--- src/rtl/phy_regs_pkg.sv ---
// Package: register map, fields, reset values and carrier types
`default_nettype none
package phy_regs_pkg;

  localparam int DATA_W = 32;
  localparam int ADDR_W = 8;
  localparam int REG_W  = 16;

  // Register indices; the byte address is four times the index
  localparam int IDX_PHY_STATUS    = 'h10;
  localparam int IDX_SELFTEST_MODE = 'h16;
  localparam int IDX_PHY_CONTROL   = 'h19;
  localparam int IDX_TEN_BASE      = 'h1a;
  localparam int IDX_SELFTEST_ONE  = 'h1b;

  // Field positions
  localparam int CTL_LED_MODE_BIT = 5;
  localparam int CTL_ADDR_LSB     = 0;
  localparam int PHY_ADDR_W       = 5;
  localparam int TEN_LOWTHR_BIT   = 13;
  localparam int TEN_SQ_LSB       = 9;
  localparam int SQ_W             = 4;
  localparam int TEN_NLP_BIT      = 7;
  localparam int TEN_POL_BIT      = 4;
  localparam int TEN_JAB_BIT      = 0;
  localparam int STS_POL_BIT      = 12;
  localparam int BIST_LOCK_BIT    = 15;
  localparam int BIST_CNT_LSB     = 8;
  localparam int CNT_W            = 8;
  localparam int BIST_IPG_LSB     = 0;
  localparam int IPG_W            = 8;
  localparam int MODE_WRAP_BIT    = 0;

  // Reset values and the saturation limit of the error count
  localparam logic                  LED_MODE_RST = 1'h1;
  localparam logic [PHY_ADDR_W-1:0] PHY_ADDR_RST = 5'h01;
  localparam logic [SQ_W-1:0]       SQ_RST       = 4'h0;
  localparam logic [IPG_W-1:0]      IPG_RST      = 8'h7d;
  localparam logic [CNT_W-1:0]      CNT_MAX      = 8'hff;

  // Activity blink timing
  localparam int CLK_PERIOD_NS  = 10;
  localparam int BLINK_HALF_NS  = 50_000_000;
  localparam int BLINK_HALF_CYC = BLINK_HALF_NS / CLK_PERIOD_NS;
  localparam int BLINK_W        = 23;

  typedef struct packed {
    logic link_up;
    logic activity;
    logic pol_event;
    logic prbs_err;
    logic ten_mode;
  } phy_in_t;

  typedef struct packed {
    logic [PHY_ADDR_W-1:0] phy_addr;
    logic                  led_mode;
  } strap_t;

  typedef struct packed {
    logic             rx_low_threshold;
    logic [SQ_W-1:0]  squelch_level;
    logic             nlp_tx_disable;
    logic             jabber_disable;
    logic [IPG_W-1:0] ipg_len;
  } phy_cfg_t;

  typedef struct packed {
    logic [CNT_W-1:0] running;
    logic [CNT_W-1:0] frozen;
  } err_cnt_t;

endpackage
`default_nettype wire

--- src/rtl/err_counter.sv ---
// Errored-byte counter with lock-and-clear and optional saturation
`default_nettype none
module err_counter (
  input  wire logic                  pclk,
  input  wire logic                  presetn,
  input  wire logic                  err_pulse,
  input  wire logic                  lock_clear,
  input  wire logic                  wrap_mode,
  output var  phy_regs_pkg::err_cnt_t cnt
);
  import phy_regs_pkg::*;

  err_cnt_t st_r;
  err_cnt_t st_nxt;

  always_comb begin
    st_nxt = st_r;
    if (lock_clear) begin
      // An error in the lock cycle starts the new count, so none is lost
      st_nxt.frozen  = st_r.running;
      st_nxt.running = {{(CNT_W-1){1'b0}}, err_pulse};
    end else if (err_pulse) begin
      if (wrap_mode || st_r.running != CNT_MAX) begin
        st_nxt.running = CNT_W'(st_r.running + 1'b1);
      end
    end
  end

  always_ff @(posedge pclk or negedge presetn) begin
    if (!presetn) begin
      st_r <= '0;
    end else begin
      st_r <= st_nxt;
    end
  end

  assign cnt = st_r;

  lock_clear_a: assert property (
    @(posedge pclk) disable iff (!presetn)
    lock_clear |=> st_r.frozen == $past(st_r.running)
                   && st_r.running == CNT_W'($past(err_pulse)))
    else $error("lock did not freeze and clear the count");

  saturate_a: assert property (
    @(posedge pclk) disable iff (!presetn)
    (!wrap_mode && !lock_clear && st_r.running == CNT_MAX)
      |=> st_r.running == CNT_MAX)
    else $error("error count left saturation");

endmodule
`default_nettype wire

--- src/rtl/phy_ctrl_10bt_bist_regs.sv ---
// PHY control, 10BASE-Te control and first self-test register bank on APB
`default_nettype none
module phy_ctrl_10bt_bist_regs #(
  parameter int BLINK_CYC = phy_regs_pkg::BLINK_HALF_CYC
) (
  input  wire logic                              pclk,
  input  wire logic                              presetn,
  input  wire logic                              psel,
  input  wire logic                              penable,
  input  wire logic                              pwrite,
  input  wire logic [phy_regs_pkg::ADDR_W-1:0]   paddr,
  input  wire logic [phy_regs_pkg::DATA_W-1:0]   pwdata,
  output logic      [phy_regs_pkg::DATA_W-1:0]   prdata,
  output logic                                   pready,
  output logic                                   pslverr,
  input  wire phy_regs_pkg::phy_in_t             phy_in,
  input  wire phy_regs_pkg::strap_t              strap,
  output phy_regs_pkg::phy_cfg_t                 phy_cfg,
  output logic                                   link_led_out
);
  import phy_regs_pkg::*;

  typedef struct packed {
    logic                  strap_done;
    logic                  led_mode;
    logic [PHY_ADDR_W-1:0] phy_addr;
    logic                  low_thr;
    logic [SQ_W-1:0]       squelch;
    logic                  nlp_dis;
    logic                  jab_dis;
    logic                  pol;
    logic                  pol_seen;
    logic                  wrap_mode;
    logic [IPG_W-1:0]      ipg;
    logic [REG_W-1:0]      rdata;
    logic                  err;
    logic                  jab_out;
    logic                  led;
    logic [BLINK_W-1:0]    blink_cnt;
    logic                  blink_phase;
    logic                  act_seen;
    logic                  act_prev;
  } regs_state_t;

  regs_state_t st_r;
  regs_state_t st_nxt;
  err_cnt_t    cnt;

  function automatic logic hit(input logic [ADDR_W-1:0] a, input int idx);
    hit = (a == ADDR_W'(idx * 4));
  endfunction

  function automatic logic mapped(input logic [ADDR_W-1:0] a);
    mapped = hit(a, IDX_PHY_STATUS) || hit(a, IDX_SELFTEST_MODE)
          || hit(a, IDX_PHY_CONTROL) || hit(a, IDX_TEN_BASE)
          || hit(a, IDX_SELFTEST_ONE);
  endfunction

  logic setup_ph;
  logic wr_acc;
  logic rd_acc;
  logic lock_clear;
  logic blink_wrap;
  logic ten_rd;

  // Zero wait states: the access phase always completes
  assign pready     = 1'b1;
  assign setup_ph   = psel && !penable;
  assign wr_acc     = psel && penable && pwrite;
  assign rd_acc     = psel && penable && !pwrite;
  assign ten_rd     = rd_acc && hit(paddr, IDX_TEN_BASE);
  assign lock_clear = wr_acc && hit(paddr, IDX_SELFTEST_ONE)
                      && pwdata[BIST_LOCK_BIT];
  assign blink_wrap = (st_r.blink_cnt == BLINK_W'(BLINK_CYC - 1));

  err_counter u_err_counter (
    .pclk       (pclk),
    .presetn    (presetn),
    .err_pulse  (phy_in.prbs_err),
    .lock_clear (lock_clear),
    .wrap_mode  (st_r.wrap_mode),
    .cnt        (cnt)
  );

  always_comb begin
    st_nxt = st_r;

    // Straps are caught on the first edge after reset release
    if (!st_r.strap_done) begin
      st_nxt.strap_done = 1'b1;
      st_nxt.phy_addr   = strap.phy_addr;
      st_nxt.led_mode   = strap.led_mode;
    end

    // Read data is built in the setup cycle so it comes from a flop
    if (setup_ph) begin
      st_nxt.rdata    = '0;
      st_nxt.err      = !mapped(paddr);
      st_nxt.pol_seen = 1'b0;
      if (hit(paddr, IDX_PHY_STATUS)) begin
        st_nxt.rdata[STS_POL_BIT] = st_r.pol;
      end
      if (hit(paddr, IDX_SELFTEST_MODE)) begin
        st_nxt.rdata[MODE_WRAP_BIT] = st_r.wrap_mode;
      end
      if (hit(paddr, IDX_PHY_CONTROL)) begin
        st_nxt.rdata[CTL_LED_MODE_BIT] = st_r.led_mode;
        st_nxt.rdata[CTL_ADDR_LSB +: PHY_ADDR_W] = st_r.phy_addr;
      end
      if (hit(paddr, IDX_TEN_BASE)) begin
        st_nxt.rdata[TEN_LOWTHR_BIT]       = st_r.low_thr;
        st_nxt.rdata[TEN_SQ_LSB +: SQ_W]   = st_r.squelch;
        st_nxt.rdata[TEN_NLP_BIT]          = st_r.nlp_dis;
        st_nxt.rdata[TEN_POL_BIT]          = st_r.pol;
        st_nxt.rdata[TEN_JAB_BIT]          = st_r.jab_dis;
        st_nxt.pol_seen                    = st_r.pol;
      end
      if (hit(paddr, IDX_SELFTEST_ONE)) begin
        st_nxt.rdata[BIST_CNT_LSB +: CNT_W] = cnt.frozen;
        st_nxt.rdata[BIST_IPG_LSB +: IPG_W] = st_r.ipg;
      end
    end

    // Writes take effect at the access edge; reserved bits are dropped
    if (wr_acc) begin
      if (hit(paddr, IDX_SELFTEST_MODE)) begin
        st_nxt.wrap_mode = pwdata[MODE_WRAP_BIT];
      end
      if (hit(paddr, IDX_PHY_CONTROL)) begin
        st_nxt.led_mode = pwdata[CTL_LED_MODE_BIT];
      end
      if (hit(paddr, IDX_TEN_BASE)) begin
        st_nxt.low_thr = pwdata[TEN_LOWTHR_BIT];
        st_nxt.squelch = pwdata[TEN_SQ_LSB +: SQ_W];
        st_nxt.nlp_dis = pwdata[TEN_NLP_BIT];
        st_nxt.jab_dis = pwdata[TEN_JAB_BIT];
      end
      if (hit(paddr, IDX_SELFTEST_ONE)) begin
        st_nxt.ipg = pwdata[BIST_IPG_LSB +: IPG_W];
      end
    end

    // Only a value that was reported is cleared; a new event still sets
    if (ten_rd) begin
      st_nxt.pol = st_r.pol && !st_r.pol_seen;
    end
    if (phy_in.pol_event) begin
      st_nxt.pol = 1'b1;
    end

    st_nxt.jab_out = st_r.jab_dis && phy_in.ten_mode;

    // Blink is slow enough to see; activity in a half period blinks the next one only when blink_phase is set in it
    if (blink_wrap) begin
      st_nxt.blink_cnt   = '0;
      st_nxt.blink_phase = !st_r.blink_phase;
      st_nxt.act_prev    = st_r.act_seen || phy_in.activity;
      st_nxt.act_seen    = 1'b0;
    end else begin
      st_nxt.blink_cnt = BLINK_W'(st_r.blink_cnt + 1'b1);
      if (phy_in.activity) begin
        st_nxt.act_seen = 1'b1;
      end
    end

    if (st_r.led_mode) begin
      st_nxt.led = phy_in.link_up;
    end else begin
      st_nxt.led = phy_in.link_up
                   && !(st_r.act_prev && st_r.blink_phase);
    end
  end

  always_ff @(posedge pclk or negedge presetn) begin
    if (!presetn) begin
      st_r          <= '0;
      st_r.led_mode <= LED_MODE_RST;
      st_r.phy_addr <= PHY_ADDR_RST;
      st_r.squelch  <= SQ_RST;
      st_r.ipg      <= IPG_RST;
    end else begin
      st_r <= st_nxt;
    end
  end

  assign prdata  = {{(DATA_W-REG_W){1'b0}}, st_r.rdata};
  assign pslverr = psel && penable && st_r.err;

  assign phy_cfg.rx_low_threshold = st_r.low_thr;
  assign phy_cfg.squelch_level    = st_r.squelch;
  assign phy_cfg.nlp_tx_disable   = st_r.nlp_dis;
  assign phy_cfg.jabber_disable   = st_r.jab_out;
  assign phy_cfg.ipg_len          = st_r.ipg;
  assign link_led_out             = st_r.led;

  led_link_only_a: assert property (
    @(posedge pclk) disable iff (!presetn)
    st_r.led_mode |=> link_led_out == $past(phy_in.link_up))
    else $error("link-only LED does not follow link");

  led_no_link_a: assert property (
    @(posedge pclk) disable iff (!presetn)
    !phy_in.link_up |=> !link_led_out)
    else $error("LED lit without link");

  low_thr_a: assert property (
    @(posedge pclk) disable iff (!presetn)
    (wr_acc && hit(paddr, IDX_TEN_BASE))
      |=> phy_cfg.rx_low_threshold == $past(pwdata[TEN_LOWTHR_BIT]))
    else $error("low threshold not written");

  squelch_wr_a: assert property (
    @(posedge pclk) disable iff (!presetn)
    (wr_acc && hit(paddr, IDX_TEN_BASE))
      |=> phy_cfg.squelch_level == $past(pwdata[TEN_SQ_LSB +: SQ_W]))
    else $error("squelch code not written");

  nlp_wr_a: assert property (
    @(posedge pclk) disable iff (!presetn)
    (wr_acc && hit(paddr, IDX_TEN_BASE))
      |=> phy_cfg.nlp_tx_disable == $past(pwdata[TEN_NLP_BIT]))
    else $error("link pulse control not written");

  pol_clear_a: assert property (
    @(posedge pclk) disable iff (!presetn)
    (ten_rd && !phy_in.pol_event && !$past(phy_in.pol_event)) |=> !st_r.pol)
    else $error("polarity not cleared by read");

  pol_keep_a: assert property (
    @(posedge pclk) disable iff (!presetn)
    (st_r.pol && !ten_rd) |=> st_r.pol)
    else $error("polarity lost without ten-base read");

  jabber_mode_a: assert property (
    @(posedge pclk) disable iff (!presetn)
    !phy_in.ten_mode |=> !phy_cfg.jabber_disable)
    else $error("jabber disable outside ten-base mode");

  cnt_read_a: assert property (
    @(posedge pclk) disable iff (!presetn)
    (setup_ph && hit(paddr, IDX_SELFTEST_ONE))
      |=> prdata[BIST_CNT_LSB +: CNT_W] == $past(cnt.frozen))
    else $error("count field read wrong");

  ipg_wr_a: assert property (
    @(posedge pclk) disable iff (!presetn)
    (wr_acc && hit(paddr, IDX_SELFTEST_ONE))
      |=> phy_cfg.ipg_len == $past(pwdata[BIST_IPG_LSB +: IPG_W]))
    else $error("gap length not written");

  addr_ro_a: assert property (
    @(posedge pclk) disable iff (!presetn)
    st_r.strap_done |=> $stable(st_r.phy_addr))
    else $error("strapped address changed");

  resv_zero_a: assert property (
    @(posedge pclk) disable iff (!presetn)
    (setup_ph && hit(paddr, IDX_TEN_BASE))
      |=> prdata[15:14] == 2'h0 && prdata[8] == 1'h0
          && prdata[6:5] == 2'h0 && prdata[3:1] == 3'h0
          && prdata[31:16] == 16'h0)
    else $error("reserved bits not zero");

  led_mode_wr_a: assert property (
    @(posedge pclk) disable iff (!presetn)
    (wr_acc && hit(paddr, IDX_PHY_CONTROL))
      |=> st_r.led_mode == $past(pwdata[CTL_LED_MODE_BIT]))
    else $error("link LED mode not written");

  squelch_hold_a: assert property (
    @(posedge pclk) disable iff (!presetn)
    !(wr_acc && hit(paddr, IDX_TEN_BASE)) |=> $stable(phy_cfg.squelch_level))
    else $error("squelch code changed without a write");

  squelch_rd_a: assert property (
    @(posedge pclk) disable iff (!presetn)
    (setup_ph && hit(paddr, IDX_TEN_BASE))
      |=> prdata[TEN_SQ_LSB +: SQ_W] == $past(phy_cfg.squelch_level))
    else $error("squelch code read wrong");

  pol_set_a: assert property (
    @(posedge pclk) disable iff (!presetn)
    phy_in.pol_event |=> st_r.pol)
    else $error("polarity event not recorded");

  status_pol_a: assert property (
    @(posedge pclk) disable iff (!presetn)
    (setup_ph && hit(paddr, IDX_PHY_STATUS))
      |=> prdata[STS_POL_BIT] == $past(st_r.pol))
    else $error("status polarity copy read wrong");

  ten_pol_rd_a: assert property (
    @(posedge pclk) disable iff (!presetn)
    (setup_ph && hit(paddr, IDX_TEN_BASE))
      |=> prdata[TEN_POL_BIT] == $past(st_r.pol))
    else $error("ten-base polarity read wrong");

  jab_on_a: assert property (
    @(posedge pclk) disable iff (!presetn)
    (phy_in.ten_mode && st_r.jab_dis) |=> phy_cfg.jabber_disable)
    else $error("jabber disable not applied in ten-base mode");

  jab_wr_a: assert property (
    @(posedge pclk) disable iff (!presetn)
    (wr_acc && hit(paddr, IDX_TEN_BASE))
      |=> st_r.jab_dis == $past(pwdata[TEN_JAB_BIT]))
    else $error("jabber control not written");

  ipg_hold_a: assert property (
    @(posedge pclk) disable iff (!presetn)
    !(wr_acc && hit(paddr, IDX_SELFTEST_ONE)) |=> $stable(phy_cfg.ipg_len))
    else $error("gap length changed without a write");

  ipg_rd_a: assert property (
    @(posedge pclk) disable iff (!presetn)
    (setup_ph && hit(paddr, IDX_SELFTEST_ONE))
      |=> prdata[BIST_IPG_LSB +: IPG_W] == $past(st_r.ipg))
    else $error("gap length read wrong");

  addr_rd_a: assert property (
    @(posedge pclk) disable iff (!presetn)
    (setup_ph && hit(paddr, IDX_PHY_CONTROL))
      |=> prdata[CTL_ADDR_LSB +: PHY_ADDR_W] == $past(st_r.phy_addr))
    else $error("strapped address read wrong");

  ctl_resv_a: assert property (
    @(posedge pclk) disable iff (!presetn)
    (setup_ph && hit(paddr, IDX_PHY_CONTROL))
      |=> prdata[31:6] == 26'h0)
    else $error("control reserved bits not zero");

  unmapped_rd_a: assert property (
    @(posedge pclk) disable iff (!presetn)
    (setup_ph && !mapped(paddr)) |=> prdata == 32'h0 && st_r.err)
    else $error("unmapped read not flagged");

  unmapped_wr_a: assert property (
    @(posedge pclk) disable iff (!presetn)
    (wr_acc && !mapped(paddr))
      |=> $stable(st_r.ipg) && $stable(st_r.squelch)
          && $stable(st_r.nlp_dis) && $stable(st_r.jab_dis))
    else $error("unmapped write changed a setting");

endmodule
`default_nettype wire

--- config.mk ---
export PLATFORM = sky130hd
export DESIGN_NAME = phy_ctrl_10bt_bist_regs
export DESIGN_NICKNAME = d
export VERILOG_FILES = /design/src/rtl/phy_regs_pkg.sv /design/src/rtl/err_counter.sv /design/src/rtl/phy_ctrl_10bt_bist_regs.sv
export SDC_FILE = /design/constraint.sdc
export NUM_CORES = 1
export LEC_CHECK = 0
export ABC_AREA = 0
export ABC_CLOCK_PERIOD_IN_PS = 5100
export BUFFER_PORTS_ARGS = -buffer_cell sky130_fd_sc_hd__buf_4
export CAP_MARGIN = 20
export CORE_UTILIZATION = 58
export DETAILED_ROUTE_END_ITERATION = 8
export GPL_TIMING_DRIVEN = 0
export PLACE_DENSITY_LB_ADDON = 0.25
export SLEW_MARGIN = 20
export SYNTH_ARGS = -nofsm -noshare
export SYNTH_HDL_FRONTEND = slang
export SYNTH_HIERARCHICAL = 1
export SYNTH_SLANG_ARGS = --single-unit
--- constraint.sdc ---
create_clock -name pclk -period 5.1 [get_ports pclk]
set_input_delay 1.02 -clock pclk [delete_from_list [all_inputs] [get_ports pclk]]
set_output_delay 1.02 -clock pclk [all_outputs]
set_load 0.005 [all_outputs]
Word level (Yosys, flattened, before mapping)
Index checks and enable logic that the tools add are counted.
{ "word_totals": {"reg_bits": 86, "latch_bits": 0, "ramBits": 0, "mem_bits_ro": 0, "input_bits": 56, "output_inout_bits": 50, "wordCells": 83, "n_memories": 0} }
{ "classes": {"n_addsub": 2, "mul": 0, "div": 0, "magnitude_cmp": 0, "eq_ne": 7, "n_shift": 0, "mux": 21, "bitwise_logic": 0, "n_reduce_logical": 32} }
{ "op_table": {"columns": ["cell", "n"], "rows": [
  ["$eq 8x7->1 const B", 5],
  ["$mux 8", 3],
  ["$add 23x1->23 const B", 1],
  ["$eq 23x23->1 const B", 1],
  ["$mux 23", 1],
  ["$mux 16", 1],
  ["$mux 1", 13],
  ["$logic_and 1x1->1", 12],
  ["$mux 6", 2],
  ["$add 8x1->8 const B", 1],
  ["$ne 8x8->1 const B", 1],
  ["$reduce_and 2->1", 4],
  ["$reduce_bool 2->1", 4],
  ["$logic_not 1->1", 6],
  ["$logic_or 1x1->1", 6],
  ["$mux 5", 1]
]} }

Depth between registers and ports, before layout
Gate-level depths: netlist of run 1.
{ "depth": {"depth_word": 6, "ltp_mapped": 9, "depth_no_buf": 5} }

Hierarchy
The synthesis of run 1 kept the hierarchy.
{ "by_module_without_submodules": {"columns": ["module", "instances", "cells_per_inst", "area_each_um2", "seq_area_each_um2"], "rows": [
  ["phy_ctrl_10bt_bist_regs", 1, 320, 3520.9, 1761.7],
  ["err_counter", 1, 66, 809.5, 400.4]
]} }

Least setup slack after synthesis of run 1
No wires, ideal clock.
{ "synth_timing": {"kind": "input port to flip-flop", "from": "input paddr[7] (netlist name)", "to": "register u_err_counter.st_r (netlist bit u_err_counter/cnt[0])", "setup_ns": 0.125, "arrival_time_ns": 2.988, "required_ns": 4.975, "setup_slack_ns": 1.987, "stages": 8, "path_buffers": 4, "cell_sequence": "or4b_1 buf_2 buf_2 or2_2 nor3_1 buf_6 buf_6 mux2_2"} }
{ "synth_between": {"elab_chain_cells": 3} }
{ "synth_lines": {"columns": ["item", "line_no", "source"], "rows": [
  ["start: declaration", "phy_ctrl_10bt_bist_regs.sv:11", "input wire logic [phy_regs_pkg::ADDR_W-1:0] paddr,"],
  ["$eq 8x7->1", "phy_ctrl_10bt_bist_regs.sv:50", "hit = (a == ADDR_W'(idx * 4));"],
  ["$logic_and 1x1->1", "phy_ctrl_10bt_bist_regs.sv:72", "assign lock_clear = wr_acc && hit(paddr, IDX_SELFTEST_ONE)"],
  ["$logic_and 1x1->1", "phy_ctrl_10bt_bist_regs.sv:73", "&& pwdata[BIST_LOCK_BIT];"],
  ["named net lock_clear", "phy_ctrl_10bt_bist_regs.sv:62", "logic lock_clear;"],
  ["end signal: assignment", "err_counter.sv:33", "st_r <= st_nxt;"],
  ["end: declaration", "err_counter.sv:13", "err_cnt_t st_r;"]
]} }
The timed path passes the listed nets, and every way through them passes these cells.
A chain may end at the register's enable or synchronous reset.

Worst setup path after layout of run 1
{ "layout_timing": {"from": "input paddr[7] (netlist name)", "to": "register u_err_counter.st_r (netlist bit u_err_counter/cnt[7])"} }
The elaborated chain is that of the path after synthesis.

==> results of run 1 <==
synth_stat cells (all sizes together), types with 5 or more instances:
library cell	count	share of area, %
xnor2	10	2.0
buf	57	10
nor2	17	1.5
a22o	5	1.0
clkbuf	8	0.72
dfstp	8	4.9
o21ai	7	0.81
nand4	10	1.4
nor4	10	2.6
nor3	6	0.95
nand3	12	1.4
xor2	9	1.8
inv	11	0.95
mux2	30	7.9
a22oi	7	1.2
nand2b	8	1.2
a21oi	9	1.1
and3	5	0.75
nand2	22	1.9
dfrtp	78	45
flip-flops by register name (all words and copies together) (netlist names):
| name | cells |
|---|---|
| link_led_out | 1 |
| phy_cfg | 15 |
| prdata | 16 |
| st_r | 38 |
| u_err_counter/cnt | 16 |
cell families after synthesis:
group                    Yosys count  synth area share (%)
AO/OA/AOI/OAI                     51                  8.58
XOR/XNOR                          19                  3.84
adder cells (fa/ha/maj)            2                 0.578
buffers and inverters             76                  11.7
flip-flops                        86                  49.9
multiplexers                      33                  8.58
other                              2                 0.173
AND/OR/NAND/NOR                  117                  16.6
metrics by stage:
stage / worst slack, ns / instances / hold WS [ns] / area, sq um
floorplan: 1.99 / 402 / 0.435 / 4390
global placement: 1.67 / 569 / 0.449 / 5020
detailed placement: 1.67 / 569 / 0.452 / 5020
CTS: 2.03 / 585 / 0.472 / 5270
global route: 1.97 / 585 / 0.499 / 5280
finish: 2.02 / 585 / 0.470 / 5280
placed cells by master, fill, tap and decap left out, types with 3 or more instances in the layout:
| cell | instances |
|---|---|
| sky130_fd_sc_hd__nand3_1 | 12 |
| sky130_fd_sc_hd__nor4_1 | 6 |
| sky130_fd_sc_hd__dfstp_2 | 8 |
| sky130_fd_sc_hd__a22oi_1 | 7 |
| sky130_fd_sc_hd__a31oi_1 | 3 |
| sky130_fd_sc_hd__nor4_4 | 3 |
| sky130_fd_sc_hd__mux2_2 | 29 |
| sky130_fd_sc_hd__a21oi_1 | 8 |
| sky130_fd_sc_hd__buf_6 | 5 |
| sky130_fd_sc_hd__o21ai_0 | 7 |
| sky130_fd_sc_hd__clkbuf_1 | 8 |
| sky130_fd_sc_hd__buf_2 | 4 |
| sky130_fd_sc_hd__xnor2_1 | 10 |
| sky130_fd_sc_hd__dfrtp_1 | 78 |
| sky130_fd_sc_hd__a222oi_1 | 4 |
| sky130_fd_sc_hd__a22o_1 | 5 |
| sky130_fd_sc_hd__xor2_1 | 9 |
| sky130_fd_sc_hd__buf_4 | 116 |
| sky130_fd_sc_hd__nand4_1 | 10 |
| sky130_fd_sc_hd__and2_1 | 3 |
| sky130_fd_sc_hd__bufinv_16 | 3 |
| sky130_fd_sc_hd__a211oi_1 | 3 |
| sky130_fd_sc_hd__or3_1 | 3 |
| sky130_fd_sc_hd__nor2_1 | 17 |
| sky130_fd_sc_hd__conb_1 | 18 |
| sky130_fd_sc_hd__nand2_1 | 22 |
| sky130_fd_sc_hd__clkbuf_8 | 10 |
| sky130_fd_sc_hd__inv_1 | 11 |
| sky130_fd_sc_hd__nand2b_1 | 8 |
| sky130_fd_sc_hd__and3_1 | 4 |
| sky130_fd_sc_hd__nor3_1 | 5 |
| sky130_fd_sc_hd__mux2i_1 | 3 |
| sky130_fd_sc_hd__nor2b_1 | 3 |
path summary, 6_finish.rpt:
| kind | start | cells past startpoint | slack (ns) | to |
|---|---|---|---|---|
| max reg2reg | st_r[18] | 4 | 3.04 | st_r[2] |
| max | paddr[7] | 9 | 2.02 | u_err_counter/cnt[7] |
| min in group asynchronous | presetn | 1 | 0.70 | u_err_counter/cnt[14] |
| min | st_r[2] | 1 | 0.47 | st_r[2] |
| min reg2reg | st_r[2] | 1 | 0.47 | st_r[2] |
| max in group asynchronous | presetn | 1 | 3.84 | st_r[13] |
cell type report:
cell class / count / area, sq um / area share [%]
inverters: 11 / 41.3 / 0.783
clock buffers: 11 / 141 / 2.68
flip-flops and latches: 86 / 2160 / 41.0
repair buffers: 68 / 514 / 9.75
clock inverters: 5 / 106 / 2.02
well taps: 99 / 124 / 2.35
plain buffers: 65 / 464 / 8.80
multi-input cells: 240 / 1720 / 32.7
power groups by stage:
stage	sequential (mW)	combinational, mW	clock [mW]
final	0.749	0.180	0.575
after global placement	0.761	0.174	0
after global routing	0.755	0.201	0.622
after CTS	0.749	0.181	0.586
after floorplan	0.752	0.120	0
after detailed placement	0.762	0.180	0
per-layer routing:
layer | global-route usage (%) | wire [um] | vias up
li1 | - | - | 1501
met1 | 31.5 | 3800 | 1508
met2 | 36.8 | 4250 | 83
met3 | 4.01 | 310 | 15
met4 | 8.94 | 166 | 0
met5 | 0 | 0 | -
==> impl_metrics.csv, run 1 <==
group,metric,value,unit
place,gp_congestion,0.862,
timing,timing_worst_slew_pin_value,0.928,ns
clock_network,numCtsBuffers,9,
critical_path,setup.worst_path.start_class,"input pin",
critical_path,slowest_stage,"sky130_fd_sc_hd__or4b_1",
grt,grt_max_degree,87,
clock_network,worstSkewPairLatency,0.34,ns
cells_and_area,n_fill_cell,500,
timing,fin_tns_setup,0,ns
pwr,irDropWorstVdd,230,uV
yosys,most_instantiated_flip_flop_cell_in_the_synthesis_netlist,"sky130_fd_sc_hd__dfrtp_1",
floorplanning,placeableCoreArea,7250,sq um
floorplanning,design.die.area,7820,sq um
timing,grt_setup_unrepaired,"no",
drt,total_number_of_vias,3107,
cells_and_area,final_core_utilization,72.7,%
clock_network,cts-root-to-sink-buffers,2,
yosys,synth.ff_latch_count,86,
drt,drt-wirelength-per-cell,14.6,um
critical_path,timing.critical_path.cells,"buf_4 -> or4b_1 -> buf_2 -> buf_2 -> or2_2 -> nor3_1 -> buf_6 -> buf_6 -> mux2_2",
yosys,synth.cell_area,4330,sq um
drt,final_antenna_net_count,0,
pwr,switching_share,23.6,%
drt,detail_route.iter0.violations,135,
critical_path,max_stage_delay,0.50,ns
timing,hold_viol,0,
yosys,synth-warning-count,6,
drt,remaining_drc_errors,0,
grt,via_count_of_the_first_global_routing_pass,2896,
floorplanning,i_o_pins,106,
flow_run,max_capacitance_violation_total,0,
critical_path,criticalPathCategory,"input pin to register",
timing,layout_worst_path_cycle_share,60.5,%
yosys,synth_edf_count,0,
grt,gr_usage_total,23.0,%
status,outcome,"complete, no violations",
yosys,synth.avg_cell_area,11.2,sq um
cells_and_area,antennaDiodeCount,0,
yosys,portion_of_the_post_synthesis_area_used_by_sequential_elements,49.9,%
drt,drt-pass1-iter-count,6,
grt,globalRoute.totalOverflow,0,
pwr,power.static_leakage,2.60,nW
clock_network,tritoncts,"yes",
timing,slew_headroom,37.5,%
drt,wl,8.53,mm
timing,skew,0.00711,ns
critical_path,critPathMaxFanout,10,
timing,fin_crit,3.08,ns
critical_path,critical_path.top_delay_family,"simple AND/OR/NAND/NOR gates",
grt,antenna_found_initial,0,
place,place_hpwl,6.01,mm
floorplanning,floorplan.die.height,88.4,um
timing,clock.fmax,324,MHz
critical_path,timing.critical_path.buf_inv,5,
pwr,total_power,1.50,mW
clock_network,clock_tree.root_cell,"sky130_fd_sc_hd__clkbuf_8",
yosys,ys_types,61,
floorplanning,die_x,88.4,um
pwr,p_clk_share,38.2,%
pwr,power_dens_cells,285,nW/um^2
pwr,power_frac_seq,49.8,%
clock_network,path_clk_slew,0.08,ns
clock_network,holdBufCountCts,0,
yosys,async_reset_ff_share,100,%
min_path,hold_path_class,"register to register",
timing,setup_viol,0,
clock_network,postCtsSetupRepairBufs,0,
yosys,post_synth_inst_count,386,
critical_path,cp.required,5.33,ns
pwr,comb_power_share,12.0,%
clock_network,post_cts_resize_count,0,
clock_network,cts.htree.levels,3,
pwr,intPower,1.15,mW
clock_network,clock_sinks,86,
cells_and_area,fraction_of_layout_cells_with_a_size_suffix_above_1,39.7,%
timing,finalMaxSlewViolations,0,
cells_and_area,areaGrowthSynthToFinish,21.8,%
critical_path,critical_path_arrival,3.31,ns
pwr,net-switching-power,0.355,mW
critical_path,worstSetupEndpointType,"register",
floorplanning,std_cell_rows,31,
grt,grt_pass1_wl,13.8,mm
place,placement.io_buffers,68,
cells_and_area,total_number_of_nets_in_the_final_design,539,
floorplanning,effective_utilization_at_floorplan,59.7,%
drt,viasPerCell,5.31,
Power figures use the tool's default switching activity.
==> run 2: changes to the inputs <==
--- a/config.mk
+++ b/config.mk
@@ -6,10 +6,10 @@
 export NUM_CORES = 1
 export LEC_CHECK = 0
 export ABC_AREA = 0
-export ABC_CLOCK_PERIOD_IN_PS = 5100
+export ABC_CLOCK_PERIOD_IN_PS = 2940
 export BUFFER_PORTS_ARGS = -buffer_cell sky130_fd_sc_hd__buf_4
 export CAP_MARGIN = 20
-export CORE_UTILIZATION = 58
+export CORE_UTILIZATION = 54
 export DETAILED_ROUTE_END_ITERATION = 8
 export GPL_TIMING_DRIVEN = 0
 export PLACE_DENSITY_LB_ADDON = 0.25
==> constraint.sdc (replaced) <==
create_clock -name pclk -period 2.94 [get_ports pclk]
set_input_delay 0.588 -clock pclk [delete_from_list [all_inputs] [get_ports pclk]]
set_output_delay 0.588 -clock pclk [all_outputs]
set_load 0.005 [all_outputs]
==> run 2 against run 1 <==
Effect of this change:
- setup slack lost 1.7 ns
- non-clock buffer count unchanged
- routed wire length shrank 0.49%
- sequential share of layout area grew 0.47 points
- combinational power is 72% higher
- clock skew up 0.0074 ns
- critical path type unchanged
- largest cell class unchanged
==> impl_metrics.csv, run 2 (synthesis gave the netlist of run 1 again) <==
group,metric,value,unit
pwr,switching_share,26.8,%
timing,slew_headroom,45.0,%
cells_and_area,total_number_of_nets_in_the_final_design,539,
critical_path,criticalPathCategory,"input pin to register",
critical_path,crit_start,"paddr[7]",
grt,gr_usage_total,21.7,%
critical_path,rr_worst_depth,4,
cells_and_area,most-common-layout-cells,"116 x sky130_fd_sc_hd__buf_4, 78 x sky130_fd_sc_hd__dfrtp_1, 29 x sky130_fd_sc_hd__mux2_2",
clock_network,worstSkewPairLatency,0.35,ns
pwr,power.static_leakage,2.57,nW
grt,globalRoute.totalOverflow,0,
critical_path,worstSetupEndpointType,"register",
drt,wl,8.49,mm
critical_path,worst_r2r_startpoint,"st_r[13]",
drt,remaining_drc_errors,0,
cells_and_area,layout.cell_area.non_filler,5220,sq um
clock_network,clock_sinks,86,
cells_and_area,number_of_flip_flops_in_the_largest_register,38,
clock_network,cts.htree.levels,3,
clock_network,postCtsSetupRepairBufs,0,
clock_network,numCtsBuffers,9,
pwr,intPower,1.74,mW
timing,holdWs,0.269,ns
timing,finalMaxSlewViolations,0,
clock_network,holdBufCountCts,0,
floorplanning,die_x,91.6,um
pwr,irDropWorstVdd,272,uV
drt,drt-pass1-iter-count,5,
place,gp_congestion,0.812,
floorplanning,floorplan.die.height,91.6,um
timing,hold_viol,0,
drt,detail_route.iter0.violations,154,
drt,drt-wirelength-per-cell,14.4,um
cells_and_area,fraction_of_layout_cells_with_a_size_suffix_above_1,39.9,%
timing,fin_crit,2.65,ns
critical_path,cp.required,3.18,ns
grt,antenna_found_initial,0,
place,placement.cell_area,5030,sq um
grt,grt_max_degree,87,
timing,fin_tns_setup,0,ns
clock_network,cts-root-to-sink-buffers,2,
clock_network,tritoncts,"yes",
floorplanning,placeableCoreArea,7730,sq um
floorplanning,effective_utilization_at_floorplan,56.0,%
place,place_hpwl,6.03,mm
flow_run,max_capacitance_violation_total,0,
drt,final_antenna_net_count,0,
clock_network,post_cts_resize_count,0,
floorplanning,std_cell_rows,32,
drt,total_number_of_vias,3080,
cells_and_area,most_common_cell_after_layout_fill_and_taps_aside,"sky130_fd_sc_hd__buf_4",
status,outcome,"complete, no violations",
pwr,power_frac_seq,54.8,%
grt,via_count_of_the_first_global_routing_pass,2961,
critical_path,setup.worst_path.start_class,"input pin",
critical_path,critPathMaxFanout,10,
critical_path,reg2reg_setup_slack,0.88,ns
grt,grt_pass1_wl,14.3,mm
critical_path,critPathCapture,"u_err_counter/cnt[7]",
cells_and_area,final_core_utilization,67.5,%
timing,layout_worst_path_cycle_share,90.0,%
timing,timing_worst_slew_pin_value,0.818,ns
cells_and_area,antennaDiodeCount,0,
floorplanning,i_o_pins,106,
clock_network,clock_tree.root_cell,"sky130_fd_sc_hd__clkbuf_8",
cells_and_area,areaGrowthSynthToFinish,20.5,%
place,dp_worst_setup_slack,-0.0804,ns
cells_and_area,registers.top_by_ff_count,"st_r",
min_path,hold_path_class,"input pin to asynchronous set/reset pin",
drt,viasPerCell,5.24,
pwr,p_clk_share,32.1,%
timing,skew,0.0145,ns
timing,setup_viol,0,
timing,grt_setup_unrepaired,"no",
place,placement.io_buffers,68,
pwr,power_dens_cells,455,nW/um^2
floorplanning,design.die.area,8380,sq um
pwr,net-switching-power,0.635,mW
critical_path,critical_path.reg2reg.endpoint,"st_r[22]",
timing,timing.final.ws_setup,0.294,ns
timing,clock.fmax,378,MHz
clock_network,path_clk_slew,0.10,ns
critical_path,critical_path_arrival,2.88,ns
pwr,comb_power_share,13.1,%
[run 2: changes by cell type in the layout (fill, tap and decap cells not counted), sizes merged]
cell	delta
clkinv	+2
inv	+1
clkinvlp	+1
bufinv	-3
clkbuf	-1
[run 2: final cells by class]
type / instances / area, sq um
Timing Repair Buffer: 68 / 514
Clock inverter: 6 / 46.3
Tap cell: 102 / 128
Inverter: 11 / 41.3
Clock buffer: 10 / 138
Fill cell: 599 / 2510
Multi-Input combinational cell: 240 / 1720
Sequential cell: 86 / 2160
Buffer: 65 / 464
[run 2: worst max-delay path: stages]
cell	delay (ns)
sky130_fd_sc_hd__buf_4	0.11
sky130_fd_sc_hd__or4b_1	0.53
sky130_fd_sc_hd__buf_2	0.18
sky130_fd_sc_hd__buf_2	0.20
sky130_fd_sc_hd__or2_2	0.34
sky130_fd_sc_hd__nor3_1	0.26
sky130_fd_sc_hd__buf_6	0.19
sky130_fd_sc_hd__buf_6	0.15
sky130_fd_sc_hd__mux2_2	0.33
[run 2: metal layers]
layer | track usage, % | share of wire [%] | routed length (um)
met5 | 0 | 0 | 0
met1 | 29.6 | 45 | 3860
met3 | 3.77 | 3.2 | 268
met2 | 35.3 | 50 | 4230
met4 | 7.14 | 1.6 | 135
[run 2: worst min-delay path by stage]
| stage | startpoint | end | cells past startpoint |
|---|---|---|---|
| 2_1_floorplan | presetn | link_led_out | 0 |
| 3_3_place_gp | u_err_counter/cnt[3] | prdata[11] | 2 |
| 3_5_place_dp | st_r[2] | st_r[2] | 1 |
| 4_1_cts | phy_in[2] | st_r[55] | 2 |
| 5_1_grt | presetn | u_err_counter/cnt[14] | 1 |
| 6_report | presetn | u_err_counter/cnt[11] | 1 |
[run 2: per-stage QoR]
stage               power (mW)  cells
floorplan                 1.51    402
global placement          1.62    572
detailed placement        1.63    572
CTS                       2.40    588
global route              2.50    588
finish                    2.37    588
[run 2: power by group through the flow]
stage	sequential, mW	combinational (mW)	clock, mW
2_1_floorplan	1.30	0.208	0
3_3_place_gp	1.32	0.302	0
3_5_place_dp	1.32	0.311	0
4_1_cts	1.30	0.313	0.785
5_1_grt	1.31	0.350	0.837
6_report	1.30	0.310	0.762
==> run 3: changes to the inputs <==
--- a/config.mk
+++ b/config.mk
@@ -5,11 +5,11 @@
 export SDC_FILE = /design/constraint.sdc
 export NUM_CORES = 1
 export LEC_CHECK = 0
-export ABC_AREA = 0
+export ABC_AREA = 1
 export ABC_CLOCK_PERIOD_IN_PS = 2940
 export BUFFER_PORTS_ARGS = -buffer_cell sky130_fd_sc_hd__buf_4
 export CAP_MARGIN = 20
-export CORE_UTILIZATION = 54
+export CORE_UTILIZATION = 55
 export DETAILED_ROUTE_END_ITERATION = 8
 export GPL_TIMING_DRIVEN = 0
 export PLACE_DENSITY_LB_ADDON = 0.25
==> run 3 against run 2 <==
Effect of this change:
- via count grew 30%
- final cell count grew 40%
- combinational power shrank 8.1%
- total power grew 6.2%
- hold slack lost 0.012 ns
- setup slack gained 0.69 ns
- routed wire length grew 21%
- clock skew shrank 0.0035 ns
- largest cell class unchanged
==> impl_metrics.csv, run 3 <==
group,metric,value,unit
place,place_hpwl,7.56,mm
critical_path,critPathMaxFanout,10,
floorplanning,floorplan.die.height,95.9,um
grt,gr_usage_total,24.3,%
clock_network,holdBufCountCts,0,
pwr,power.static_leakage,3.16,nW
clock_network,numCtsBuffers,9,
clock_network,tritoncts,"yes",
yosys,synth.cell_area,4840,sq um
timing,clock.fmax,511,MHz
yosys,synthDominantAreaCellType,"sky130_fd_sc_hd__dfrtp_1",
place,gp_congestion,0.888,
cells_and_area,total_number_of_nets_in_the_final_design,773,
yosys,most_instantiated_flip_flop_cell_in_the_synthesis_netlist,"sky130_fd_sc_hd__dfrtp_1",
yosys,synth_edf_count,0,
cells_and_area,n_fill_cell,677,
drt,wl,10.3,mm
drt,viasPerCell,4.86,
drt,detail_route.iter0.violations,214,
clock_network,postCtsSetupRepairBufs,0,
grt,global_route.usage.met3,3.16,%
pwr,power_dens_cells,435,nW/um^2
min_path,hold_path_class,"input pin to asynchronous set/reset pin",
drt,total_number_of_vias,4009,
yosys,synth_top_area_share,40.3,%
place,placement.io_buffers,70,
grt,globalRoute.totalOverflow,0,
timing,finalMaxSlewViolations,0,
grt,gr-usage-met1,31.7,%
drt,final_antenna_net_count,0,
clock_network,clock_tree.root_cell,"sky130_fd_sc_hd__clkbuf_8",
cells_and_area,areaGrowthSynthToFinish,19.6,%
cells_and_area,most_common_cell_after_layout_fill_and_taps_aside,"sky130_fd_sc_hd__nand2_1",
drt,remaining_drc_errors,0,
timing,slew_headroom,47.6,%
critical_path,reg2reg_setup_slack,1.33,ns
timing,fin_tns_setup,0,ns
status,outcome,"complete, no violations",
yosys,portion_of_the_post_synthesis_area_used_by_sequential_elements,44.6,%
yosys,synth.ff_latch_count,86,
clock_network,worstSkewPairLatency,0.36,ns
timing,fin_crit,1.96,ns
critical_path,setup.worst_path.start_class,"input pin",
grt,antenna_found_initial,0,
yosys,ys_types,41,
critical_path,worstSetupEndpointType,"register",
cells_and_area,final-seq-area,2160,sq um
yosys,post_synth_inst_count,618,
floorplanning,placeableCoreArea,8380,sq um
clock_network,cts.htree.levels,3,
floorplanning,std_cell_rows,33,
timing,skew,0.0110,ns
clock_network,clock_sinks,86,
cells_and_area,multi_input_comb_area,2010,sq um
timing,timing_worst_slew_pin_value,0.786,ns
floorplanning,i_o_pins,106,
clock_network,cts-root-to-sink-buffers,2,
pwr,total_power,2.52,mW
cells_and_area,antennaDiodeCount,0,
cells_and_area,registers.top_by_ff_count,"st_r",
critical_path,criticalPathCategory,"input pin to register",
yosys,post_synth_most_frequent_cells,"174 x sky130_fd_sc_hd__nand2_1, 80 x sky130_fd_sc_hd__nor2_1, 78 x sky130_fd_sc_hd__dfrtp_1",
critical_path,critical_path_arrival,2.21,ns
critical_path,cp.required,3.19,ns
yosys,ys_top_cells_by_area,"sky130_fd_sc_hd__dfrtp_1 40%, sky130_fd_sc_hd__nand2_1 13%, sky130_fd_sc_hd__buf_4 7.6%, sky130_fd_sc_hd__nor2_1 6.2%, sky130_fd_sc_hd__inv_1 5.5%",
timing,grt_setup_unrepaired,"no",
grt,grt_pass1_wl,17.0,mm
grt,gr-max-usage-layer,"met2",
grt,gr-usage-met2,42.1,%
yosys,synth.avg_cell_area,7.84,sq um
timing,hold_viol,0,
floorplanning,effective_utilization_at_floorplan,57.8,%
drt,drt-wirelength-per-cell,12.5,um
yosys,synth-warning-count,6,
cells_and_area,fraction_of_layout_cells_with_a_size_suffix_above_1,28.2,%
timing,layout_worst_path_cycle_share,66.5,%
pwr,irDropWorstVdd,245,uV
cells_and_area,most-common-layout-cells,"174 x sky130_fd_sc_hd__nand2_1, 118 x sky130_fd_sc_hd__buf_4, 80 x sky130_fd_sc_hd__nor2_1",
drt,drt-pass1-iter-count,5,
flow_run,max_capacitance_violation_total,0,
clock_network,post_cts_resize_count,0,
floorplanning,die_x,95.9,um
grt,grt_max_degree,87,
clock_network,path_clk_slew,0.09,ns
yosys,async_reset_ff_share,100,%
yosys,synth_most_common_cell,"sky130_fd_sc_hd__nand2_1",
floorplanning,design.die.area,9190,sq um
grt,via_count_of_the_first_global_routing_pass,3764,
cells_and_area,number_of_flip_flops_in_the_largest_register,38,
timing,setup_viol,0,
==> run 3: changes by cell type after synthesis, moves of 7 or more <==
cell,before,now
sky130_fd_sc_hd__a22oi_1,7,0
sky130_fd_sc_hd__o21ai_1,0,8
sky130_fd_sc_hd__nand2_2,0,7
sky130_fd_sc_hd__nand3_1,12,38
sky130_fd_sc_hd__o21ai_0,7,17
sky130_fd_sc_hd__xnor2_1,10,3
sky130_fd_sc_hd__mux2_2,29,6
sky130_fd_sc_hd__inv_1,11,71
sky130_fd_sc_hd__nand2b_1,8,0
sky130_fd_sc_hd__nor2_1,17,80
sky130_fd_sc_hd__nand2_1,22,174
sky130_fd_sc_hd__a21oi_2,1,8
==> run 3: final cells by class <==
| type | instances | share of cell area (%) |
|---|---|---|
| Buffer | 57 | 7.39 |
| Clock buffer | 9 | 2.14 |
| Clock inverter | 7 | 1.79 |
| Inverter | 77 | 5.18 |
| Multi-Input combinational cell | 414 | 34.8 |
| Sequential cell | 86 | 37.3 |
| Tap cell | 105 | 2.27 |
| Timing Repair Buffer | 70 | 9.14 |
==> run 3: routing by layer <==
layer / vias up / share of wire (%)
met2: 130 / 48
met5: - / 0
met3: 10 / 5.7
met1: 1832 / 45
li1: 2037 / -
met4: 0 / 1.1
==> run 3: through the flow <==
stage | utilization [%] | hold slack [ns] | worst slack (ns) | cell area [sq um] | std cells
after detailed placement | 66.4 | 0.463 | 0.636 | 5560 | 809
after floorplan | - | 0.292 | 1.01 | 4900 | 634
after global placement | 66.4 | 0.454 | 0.656 | 5560 | 809
after CTS | 69.1 | 0.403 | 1.00 | 5790 | 825
final | 69.1 | 0.257 | 0.984 | 5790 | 825
after global routing | 69.1 | 0.325 | 0.868 | 5790 | 825
==> run 3: logic make-up (layout without fill, tap and decap cells) <==
| family | Yosys count | after routing | synth area share, % |
|---|---|---|---|
| flip-flops | 86 | 86 | 44.6 |
| multiplexers | 6 | 6 | 1.39 |
| AND/OR/NAND/NOR | 333 | 333 | 30.6 |
| AO/OA/AOI/OAI | 45 | 45 | 5.91 |
| adder cells (fa/ha/maj) | 2 | 2 | 0.516 |
| buffers and inverters | 134 | 220 | 15.0 |
| other | 2 | 18 | 0.155 |
| XOR/XNOR | 10 | 10 | 1.81 |
==> run 3: worst paths after layout <==
check                      cells past startpoint            startpoint               endpoint
setup reg to reg                               7               st_r[3]                st_r[0]
setup / recovery                              15              paddr[7]  u_err_counter/cnt[14]
hold reg to reg                                2  u_err_counter/cnt[6]   u_err_counter/cnt[6]
min in group pclk                              3             phy_in[2]               st_r[55]
max in group asynchronous                      1               presetn                st_r[7]
hold / removal                                 1               presetn               st_r[28]
==> run 3: where the power goes <==
group	switching [mW]	total [mW]	internal, mW
clock	0.459	0.949	0.491
combinational	0.156	0.285	0.129
sequential	0.0518	1.28	1.23
==> run 3: critical path, cell delays in order <==
cell	delay (ns)
sky130_fd_sc_hd__buf_4	0.11
sky130_fd_sc_hd__inv_1	0.06
sky130_fd_sc_hd__nand2_2	0.09
sky130_fd_sc_hd__nor2_8	0.20
sky130_fd_sc_hd__nand2_4	0.10
sky130_fd_sc_hd__clkinv_2	0.11
sky130_fd_sc_hd__nand2_4	0.09
sky130_fd_sc_hd__buf_6	0.17
sky130_fd_sc_hd__nor2_1	0.09
sky130_fd_sc_hd__buf_4	0.21
sky130_fd_sc_hd__inv_8	0.07
sky130_fd_sc_hd__nand2_2	0.10
sky130_fd_sc_hd__nand2_4	0.09
sky130_fd_sc_hd__nand2_1	0.07
sky130_fd_sc_hd__nand2_1	0.05
